==> src/rtl/mawf_defines.svh <==
// Constants of the monitor alarm and warning flag block.
// Assumes inclusion by bare name from the package and the flag module.
`ifndef MAWF_DEFINES_SVH
`define MAWF_DEFINES_SVH

// Byte addresses on the diagnostic serial device address.
`define MAWF_DEV_ADDR        7'h51
`define MAWF_ADDR_ALARM_LOW  8'h70
`define MAWF_ADDR_ALARM_HIGH 8'h71
`define MAWF_ADDR_WARN_LOW   8'h74
`define MAWF_ADDR_WARN_HIGH  8'h75
`define MAWF_ADDR_EVT_STATUS 8'hE0
`define MAWF_ADDR_EVT_MASK   8'hE1

// Reset values.
`define MAWF_FLAGS_RESET     8'h00
`define MAWF_EVT_RESET       4'h0

// Monitored quantity indices.
`define MAWF_Q_TEMP          0
`define MAWF_Q_VOLT          1
`define MAWF_Q_BIAS          2
`define MAWF_Q_TXP           3
`define MAWF_Q_RXP           4

// Event status bits, one per flag byte.
`define MAWF_EVT_ALARM_LOW   0
`define MAWF_EVT_ALARM_HIGH  1
`define MAWF_EVT_WARN_LOW    2
`define MAWF_EVT_WARN_HIGH   3

// Reserved upper-byte bits, read as zero.
`define MAWF_RSVD_ZERO       6'h00

`endif

==> src/rtl/mawf_pkg.sv <==
// Types shared by the monitor alarm and warning flag block.
// Assumes the defines header sits beside it on the include path.
`include "mawf_defines.svh"

package mawf_pkg;

    // One digitised monitor result or limit.
    typedef logic [15:0] mawf_word_t;

    // Upper and lower limit pair for one quantity.
    typedef struct packed {
        mawf_word_t upper;
        mawf_word_t lower;
    } mawf_limits_t;

    // The five monitored quantities, index 4 down to 0.
    typedef mawf_word_t   [4:0] mawf_meas_t;
    typedef mawf_limits_t [4:0] mawf_lim_set_t;

    // One register bus request.
    typedef struct packed {
        logic [7:0] addr;
        logic [7:0] wdata;
        logic       wr;
        logic       rd;
    } mawf_bus_t;

endpackage : mawf_pkg

==> src/rtl/mawf_flags.sv <==
// Monitor alarm and warning flag bytes with a small event interrupt.
// Assumes a converter on core_clk that pulses conv_done with all results
// and limits valid, and a register master on the same clock.
//
// What this block does
// - Temperature alarm flags in lower alarm bits 7,6
// - Voltage alarm flags in lower alarm bits 5,4
// - Bias current alarm flags in bits 3,2
// - Transmit power alarm flags in bits 1,0
// - Receive overload and loss alarms, upper bits 7,6
// - Flag is one while condition exists
// - All flags zero until first conversion
// - Temperature warning flags in lower warning 7,6
// - Voltage warning flags in lower warning 5,4
// - Bias current warning flags in bits 3,2
// - Transmit power warning flags in bits 1,0
// - Flag bytes at addresses 112,113,116,117
// - Receive power warnings in upper warning 7,6
//
// The plain strobed port was left to the implementer.
`timescale 1ns/10ps
`include "mawf_defines.svh"

module mawf_flags (
    input  wire logic                   core_clk,
    input  wire logic                   sys_rst,
    input  wire logic                   conv_done,
    input  wire mawf_pkg::mawf_meas_t    measured,
    input  wire mawf_pkg::mawf_lim_set_t alarm_lim,
    input  wire mawf_pkg::mawf_lim_set_t warn_lim,
    input  wire mawf_pkg::mawf_bus_t     bus_req,
    output logic [7:0]                  rdata,
    output logic                        irq
);
    import mawf_pkg::*;

    // Comparison results per quantity, against alarm and warning limits.
    logic [4:0] over_alarm;   // Result above the alarm upper limit.
    logic [4:0] under_alarm;  // Result below the alarm lower limit.
    logic [4:0] over_warn;    // Result above the warning upper limit.
    logic [4:0] under_warn;   // Result below the warning lower limit.

    // Stored flag bytes, visible to the host.
    logic [7:0] alarm_low;    // Lower alarm byte.
    logic [7:0] alarm_high;   // Received power alarm byte.
    logic [7:0] warn_low;     // Lower warning byte.
    logic [7:0] warn_high;    // Received power warning byte.

    // Fresh flag bytes computed from the present comparisons.
    wire  [7:0] next_alarm_low;
    wire  [7:0] next_alarm_high;
    wire  [7:0] next_warn_low;
    wire  [7:0] next_warn_high;

    // Event status, mask and their update terms.
    logic [3:0] evt_status;   // Sticky: a byte gained a newly set flag.
    logic [3:0] evt_mask;     // One enables the event onto irq.
    wire  [3:0] evt_rise;     // Per byte, any flag rising this update.
    wire  [3:0] evt_clear;    // Write-one-to-clear pattern.
    wire  [3:0] next_status;  // Status after set and clear.

    // Bus decode strobes.
    wire        wr_status;
    wire        wr_mask;
    wire  [7:0] next_rdata;

    // Strict comparisons: equality with a limit is still within limits.
    genvar q;
    generate
        for (q = 0; q < 5; q++) begin : g_cmp
            assign over_alarm[q]  = measured[q] > alarm_lim[q].upper;
            assign under_alarm[q] = measured[q] < alarm_lim[q].lower;
            assign over_warn[q]   = measured[q] > warn_lim[q].upper;
            assign under_warn[q]  = measured[q] < warn_lim[q].lower;
        end
    endgenerate

    // Lower alarm byte: temperature, voltage, bias, transmit power.
    assign next_alarm_low = {
        over_alarm[`MAWF_Q_TEMP], under_alarm[`MAWF_Q_TEMP],
        over_alarm[`MAWF_Q_VOLT], under_alarm[`MAWF_Q_VOLT],
        over_alarm[`MAWF_Q_BIAS], under_alarm[`MAWF_Q_BIAS],
        over_alarm[`MAWF_Q_TXP],  under_alarm[`MAWF_Q_TXP]
    };

    // Received power alarms; the reserved low bits always read zero.
    assign next_alarm_high = {
        over_alarm[`MAWF_Q_RXP], under_alarm[`MAWF_Q_RXP],
        `MAWF_RSVD_ZERO
    };

    // Lower warning byte, same layout as the lower alarm byte.
    assign next_warn_low = {
        over_warn[`MAWF_Q_TEMP], under_warn[`MAWF_Q_TEMP],
        over_warn[`MAWF_Q_VOLT], under_warn[`MAWF_Q_VOLT],
        over_warn[`MAWF_Q_BIAS], under_warn[`MAWF_Q_BIAS],
        over_warn[`MAWF_Q_TXP],  under_warn[`MAWF_Q_TXP]
    };

    // Received power warnings with reserved low bits.
    assign next_warn_high = {
        over_warn[`MAWF_Q_RXP], under_warn[`MAWF_Q_RXP],
        `MAWF_RSVD_ZERO
    };

    // The flag bytes reload whole on every conversion, so a condition
    // that has gone clears at once; nothing latches. Host writes do
    // not reach these registers at all.
    always_ff @(posedge core_clk) begin
        if (sys_rst) begin
            // Power-up state shows no conditions.
            alarm_low  <= `MAWF_FLAGS_RESET;
            alarm_high <= `MAWF_FLAGS_RESET;
            warn_low   <= `MAWF_FLAGS_RESET;
            warn_high  <= `MAWF_FLAGS_RESET;
        end else if (conv_done) begin
            // A new result set replaces every flag.
            alarm_low  <= next_alarm_low;
            alarm_high <= next_alarm_high;
            warn_low   <= next_warn_low;
            warn_high  <= next_warn_high;
        end
    end

    // A byte raises an event only when a flag goes from zero to one,
    // so a condition that persists does not keep re-raising it.
    assign evt_rise[`MAWF_EVT_ALARM_LOW]  = conv_done & |(next_alarm_low & ~alarm_low);
    assign evt_rise[`MAWF_EVT_ALARM_HIGH] = conv_done & |(next_alarm_high & ~alarm_high);
    assign evt_rise[`MAWF_EVT_WARN_LOW]   = conv_done & |(next_warn_low & ~warn_low);
    assign evt_rise[`MAWF_EVT_WARN_HIGH]  = conv_done & |(next_warn_high & ~warn_high);

    // Register write decode.
    assign wr_status = bus_req.wr && (bus_req.addr == `MAWF_ADDR_EVT_STATUS);
    assign wr_mask   = bus_req.wr && (bus_req.addr == `MAWF_ADDR_EVT_MASK);
    assign evt_clear = wr_status ? bus_req.wdata[3:0] : `MAWF_EVT_RESET;

    // A rise in the same cycle as its clear survives: set wins.
    assign next_status = (evt_status & ~evt_clear) | evt_rise;

    // Status and mask registers.
    always_ff @(posedge core_clk) begin
        if (sys_rst) begin
            // No events pending, all masked off.
            evt_status <= `MAWF_EVT_RESET;
            evt_mask   <= `MAWF_EVT_RESET;
        end else begin
            evt_status <= next_status;
            if (wr_mask) begin
                // Only the four low bits exist.
                evt_mask <= bus_req.wdata[3:0];
            end
        end
    end

    // Read mux; unmapped addresses and flag writes read or do nothing.
    // Writes to the flag addresses fall through to no register.
    assign next_rdata =
        (bus_req.addr == `MAWF_ADDR_ALARM_LOW)  ? alarm_low  :
        (bus_req.addr == `MAWF_ADDR_ALARM_HIGH) ? alarm_high :
        (bus_req.addr == `MAWF_ADDR_WARN_LOW)   ? warn_low   :
        (bus_req.addr == `MAWF_ADDR_WARN_HIGH)  ? warn_high  :
        (bus_req.addr == `MAWF_ADDR_EVT_STATUS) ? {4'h0, evt_status} :
        (bus_req.addr == `MAWF_ADDR_EVT_MASK)   ? {4'h0, evt_mask}   :
        `MAWF_FLAGS_RESET;

    // Read data stands only in the cycle after the strobe; zero
    // otherwise so a stale byte is never mistaken for an answer.
    always_ff @(posedge core_clk) begin
        if (sys_rst) begin
            rdata <= `MAWF_FLAGS_RESET;
        end else if (bus_req.rd) begin
            rdata <= next_rdata;
        end else begin
            rdata <= `MAWF_FLAGS_RESET;
        end
    end

    // Interrupt taken from the next status so it lines up with it;
    // registered so the output has no glitches.
    always_ff @(posedge core_clk) begin
        if (sys_rst) begin
            irq <= 1'b0;
        end else begin
            irq <= |(next_status & (wr_mask ? bus_req.wdata[3:0] : evt_mask));
        end
    end
endmodule : mawf_flags

==> config.mk <==
export PLATFORM = sky130hd
export DESIGN_NAME = mawf_flags
export DESIGN_NICKNAME = d
export VERILOG_FILES = /design/src/rtl/mawf_pkg.sv /design/src/rtl/mawf_flags.sv
export VERILOG_INCLUDE_DIRS = /design/src /design/src/rtl
export SDC_FILE = /design/constraint.sdc
export NUM_CORES = 1
export LEC_CHECK = 0
export BUFFER_PORTS_ARGS = -buffer_cell sky130_fd_sc_hd__buf_2
export CORE_AREA = 2 2 167 169
export CTS_CLUSTER_DIAMETER = 120
export DETAILED_ROUTE_END_ITERATION = 16
export DIE_AREA = 0 0 169 171
export PLACE_DENSITY = 0.6
export SLEW_MARGIN = 10
export SYNTH_ARGS = -nofsm -noshare
export SYNTH_HDL_FRONTEND = slang
export SYNTH_SLANG_ARGS = --single-unit
==> constraint.sdc <==
create_clock -name core_clk -period 3.1 [get_ports core_clk]
set_clock_uncertainty 0.1 [all_clocks]
set_input_delay 0.93 -clock core_clk [delete_from_list [all_inputs] [get_ports core_clk]]
set_output_delay 0.93 -clock core_clk [all_outputs]
set_load 0.01 [all_outputs]
==> results.md <==
- Post-Syn Area per Cell: 7.40 µm²
- Cts bufs inserted: 5
- Antenna violations before repair: 4
- # Post-CTS Setup Buffers: 0
- Total GRT Usage: 20.0%
- Area Growth Syn to Fin: 35.2%
- Top cell type's share of synthesized area: 41.2%
- Die area: 28,900 µm²
- Crit path kind: in -> reg
- Main flop type after synthesis: dfxtp_1
- GR Overflow Total: 0
- Drt total wl: 30.7 mm
- Area of the multi-input gates: 7390 µm²
- Xor and xnor area share after synthesis: 0%
- Via count of the first global-routing pass: 10.0k
- Clock sinks: 37
- Pleak: 7.71 nW
- RePlAce Congestion: 0.876
- Gate count after technology mapping: 1,271
- Residual DRC: 0
- CP endpoint kind: register
- Drt wl/cell: 14.4 µm
- Layout cell share with drive strength beyond 1: 30.1%
- FF+latch area: 741 µm²
- Least-Margin Pin Slew: 0.555 ns
- Synthesized area: 9410 µm²
- Synth top area cells: ha_1 41%, inv_1 13%, dfxtp_1 7.9%, a21oi_1 6.9%, nand4_1 3.4%
- Final-report hold violation count: 0
- Global-route wire length before repair: 47.0 mm
- Core box area: 27,300 µm²
- Fin nets: 2,506
- Synth async-reset ratio: 0%
- Die Ht: 171 µm
- Clock Root Buffer: clkbuf_16
- TNS Setup: 0 ns
- Yosys synthesis warning count: 0
- Routed Antenna Nets: 0
- RSZ-0062 raised after global routing: false
- Count leader, synth: inv_1
- Initial Util: 34.4%
- Largest family of logic cells by synthesized area: adder cells
- Power per Cell Area: 200 nW/µm²
- Final Critical Period: 3.00 ns
- I/O Pins: 430
- Crit path launch type: input port
- Synth area leader: ha_1
- Post-Synth Simple-Gate Area: 14.7%
- Drt first-iter violations: 371
- I/O Buffers: 425
- Fin crit share: 96.9%
- Final Max Slew Viols: 0
- CTS clk-pin slew, worst paths: 0.06 ns
- Status: finished, final reports clean
- Rel. slew slack: 63.0%
- Detailed Place HPWL: 28.0 mm
- Final hold slack: 0.384 ns
- Rows: 61
- Fill cell count: 2,812
- Max IR drop VDD: 267 µV
- CTS tree: yes
- Largest net degree at the start of global routing: 30
- Vias after detailed routing: 10.4k
- Number of synthesized flops with an enable pin: 0
- Die width: 169 µm
- Required time worst endpoint: 3.14 ns
- Final core area utilization: 46.5%
- Crit Path Max Fanout: 3
- MaxCap Viol Count: 0
- Sequential share of the synthesized area: 7.87%
- Htree depth: 2
- Synth Area in Adders: 41.2%
- DR vias/cell: 4.91
- Later-pin clock latency in the skew report: 0.28 ns
- Drt pass-1 iters: 5
- Worst min path class: reg -> reg
- Syn_nets: 2,002
- Netlist cell types: 70
- #FFs+latches synth: 37
- Post-CTS Hold Fix Bufs: 0
- Post-synthesis mux area share: 2.00%
- Complex-gate fraction of the synthesized area: 20.5%
- Fmax achieved: 333 MHz
- CTS max path bufs: 2
- Final setup fails: 0
- WP data arrival: 3.05 ns
- Post-synth top cells: 327 x inv_1, 310 x ha_1, 129 x a21oi_1, 68 x nand2_1, 51 x nand4_1
-- through the flow --
step	power (mW)	setup WS [ns]	cell area, µm²	cells
2_1_floorplan	1.32	0.199	9410	1271
3_3_place_gp	1.95	-0.248	12500	2114
3_5_place_dp	1.99	-0.310	12500	2114
4_1_cts	2.56	0.0876	12700	2121
5_1_grt	2.79	0.0140	12700	2122
6_report	2.54	0.0954	12700	2124
-- cell families (layout without fill, tap and decap cells) --
group,after synthesis,in the layout
buffers and inverters,338,842
adder cells (fa/ha/maj),310,310
AO/OA/AOI/OAI,302,302
AND/OR/NAND/NOR,268,268
flip-flops,37,37
multiplexers,16,16
other,0,3
-- worst paths after layout --
check | end | start | slack (ns) | depth (start not counted)
worst min register to register | alarm_low[5]$_SDFFE_PP0P_ | alarm_low[5]$_SDFFE_PP0P_ | 0.38 | 2
worst max register to register | irq$_SDFF_PP0_ | warn_low[6]$_SDFFE_PP0P_ | 1.56 | 6
worst min-delay path | alarm_low[5]$_SDFFE_PP0P_ | alarm_low[5]$_SDFFE_PP0P_ | 0.38 | 2
worst max-delay path | irq$_SDFF_PP0_ | measured[43] | 0.1 | 8
-- worst max-delay path: stages --
cell and delay, ns:
buf_2 0.11, ha_1 0.31, nand4_1 0.19, or4_1 0.57, o21ai_1 0.41, o221ai_2 0.17, o21ai_0 0.22, o211ai_1 0.13
-- state kept, by name, indices dropped and copies added, names as in the netlist --
name and cells:
alarm_high 2, alarm_low 8, evt_mask 4, warn_high 2, warn_low 8, rdata 8
irq 1, evt_status 4
-- timing repair --
item	in CTS	in global routing
endpoints found under the setup margin	1	2
endpoints found under the hold margin	0	0
resized for setup	1	4
pin swaps	0	1
-- area by class of cell --
class / count / share of cell area [%]
antenna: 3 / 0.0590
clock buffer: 5 / 0.984
clock inverter: 2 / 0.276
inverter: 327 / 9.65
multi-input combinational: 896 / 58.2
sequential: 37 / 5.83
tap: 346 / 3.41
timing repair buffer: 508 / 21.6
-- cell usage in the layout, fill, tap and decap left out, drive strengths merged, types with 13 or more instances in the layout --
| cell type | n |
|---|---|
| a21oi | 129 |
| nand3 | 28 |
| inv | 327 |
| nand4 | 51 |
| ha | 310 |
| o211ai | 18 |
| nor2b | 14 |
| nand2b | 15 |
| o21ai | 42 |
| a21o | 27 |
| dfxtp | 37 |
| buf | 508 |
| nand2 | 68 |
| o21a | 13 |
| nor2 | 49 |
-- where the power goes --
group	switching (mW)	total [mW]	leakage, nW	internal (mW)
registers	0.0192	0.521	0.303	0.502
clock network	0.186	0.559	0.0797	0.373
logic	0.741	1.46	7.33	0.722
total	0.946	2.54	7.71	1.60
-- per-layer routing --
layer	vias up	track usage (%)	wire length [µm]	part of all wire [%]
li1	5448	-	-	-
met1	4640	25.3	13900	45
met4	4	5.31	740	2.4
met5	-	0	30	0.098
met3	42	2.31	1380	4.5
met2	293	36.0	14700	48
(Power assumes the default switching activity.)
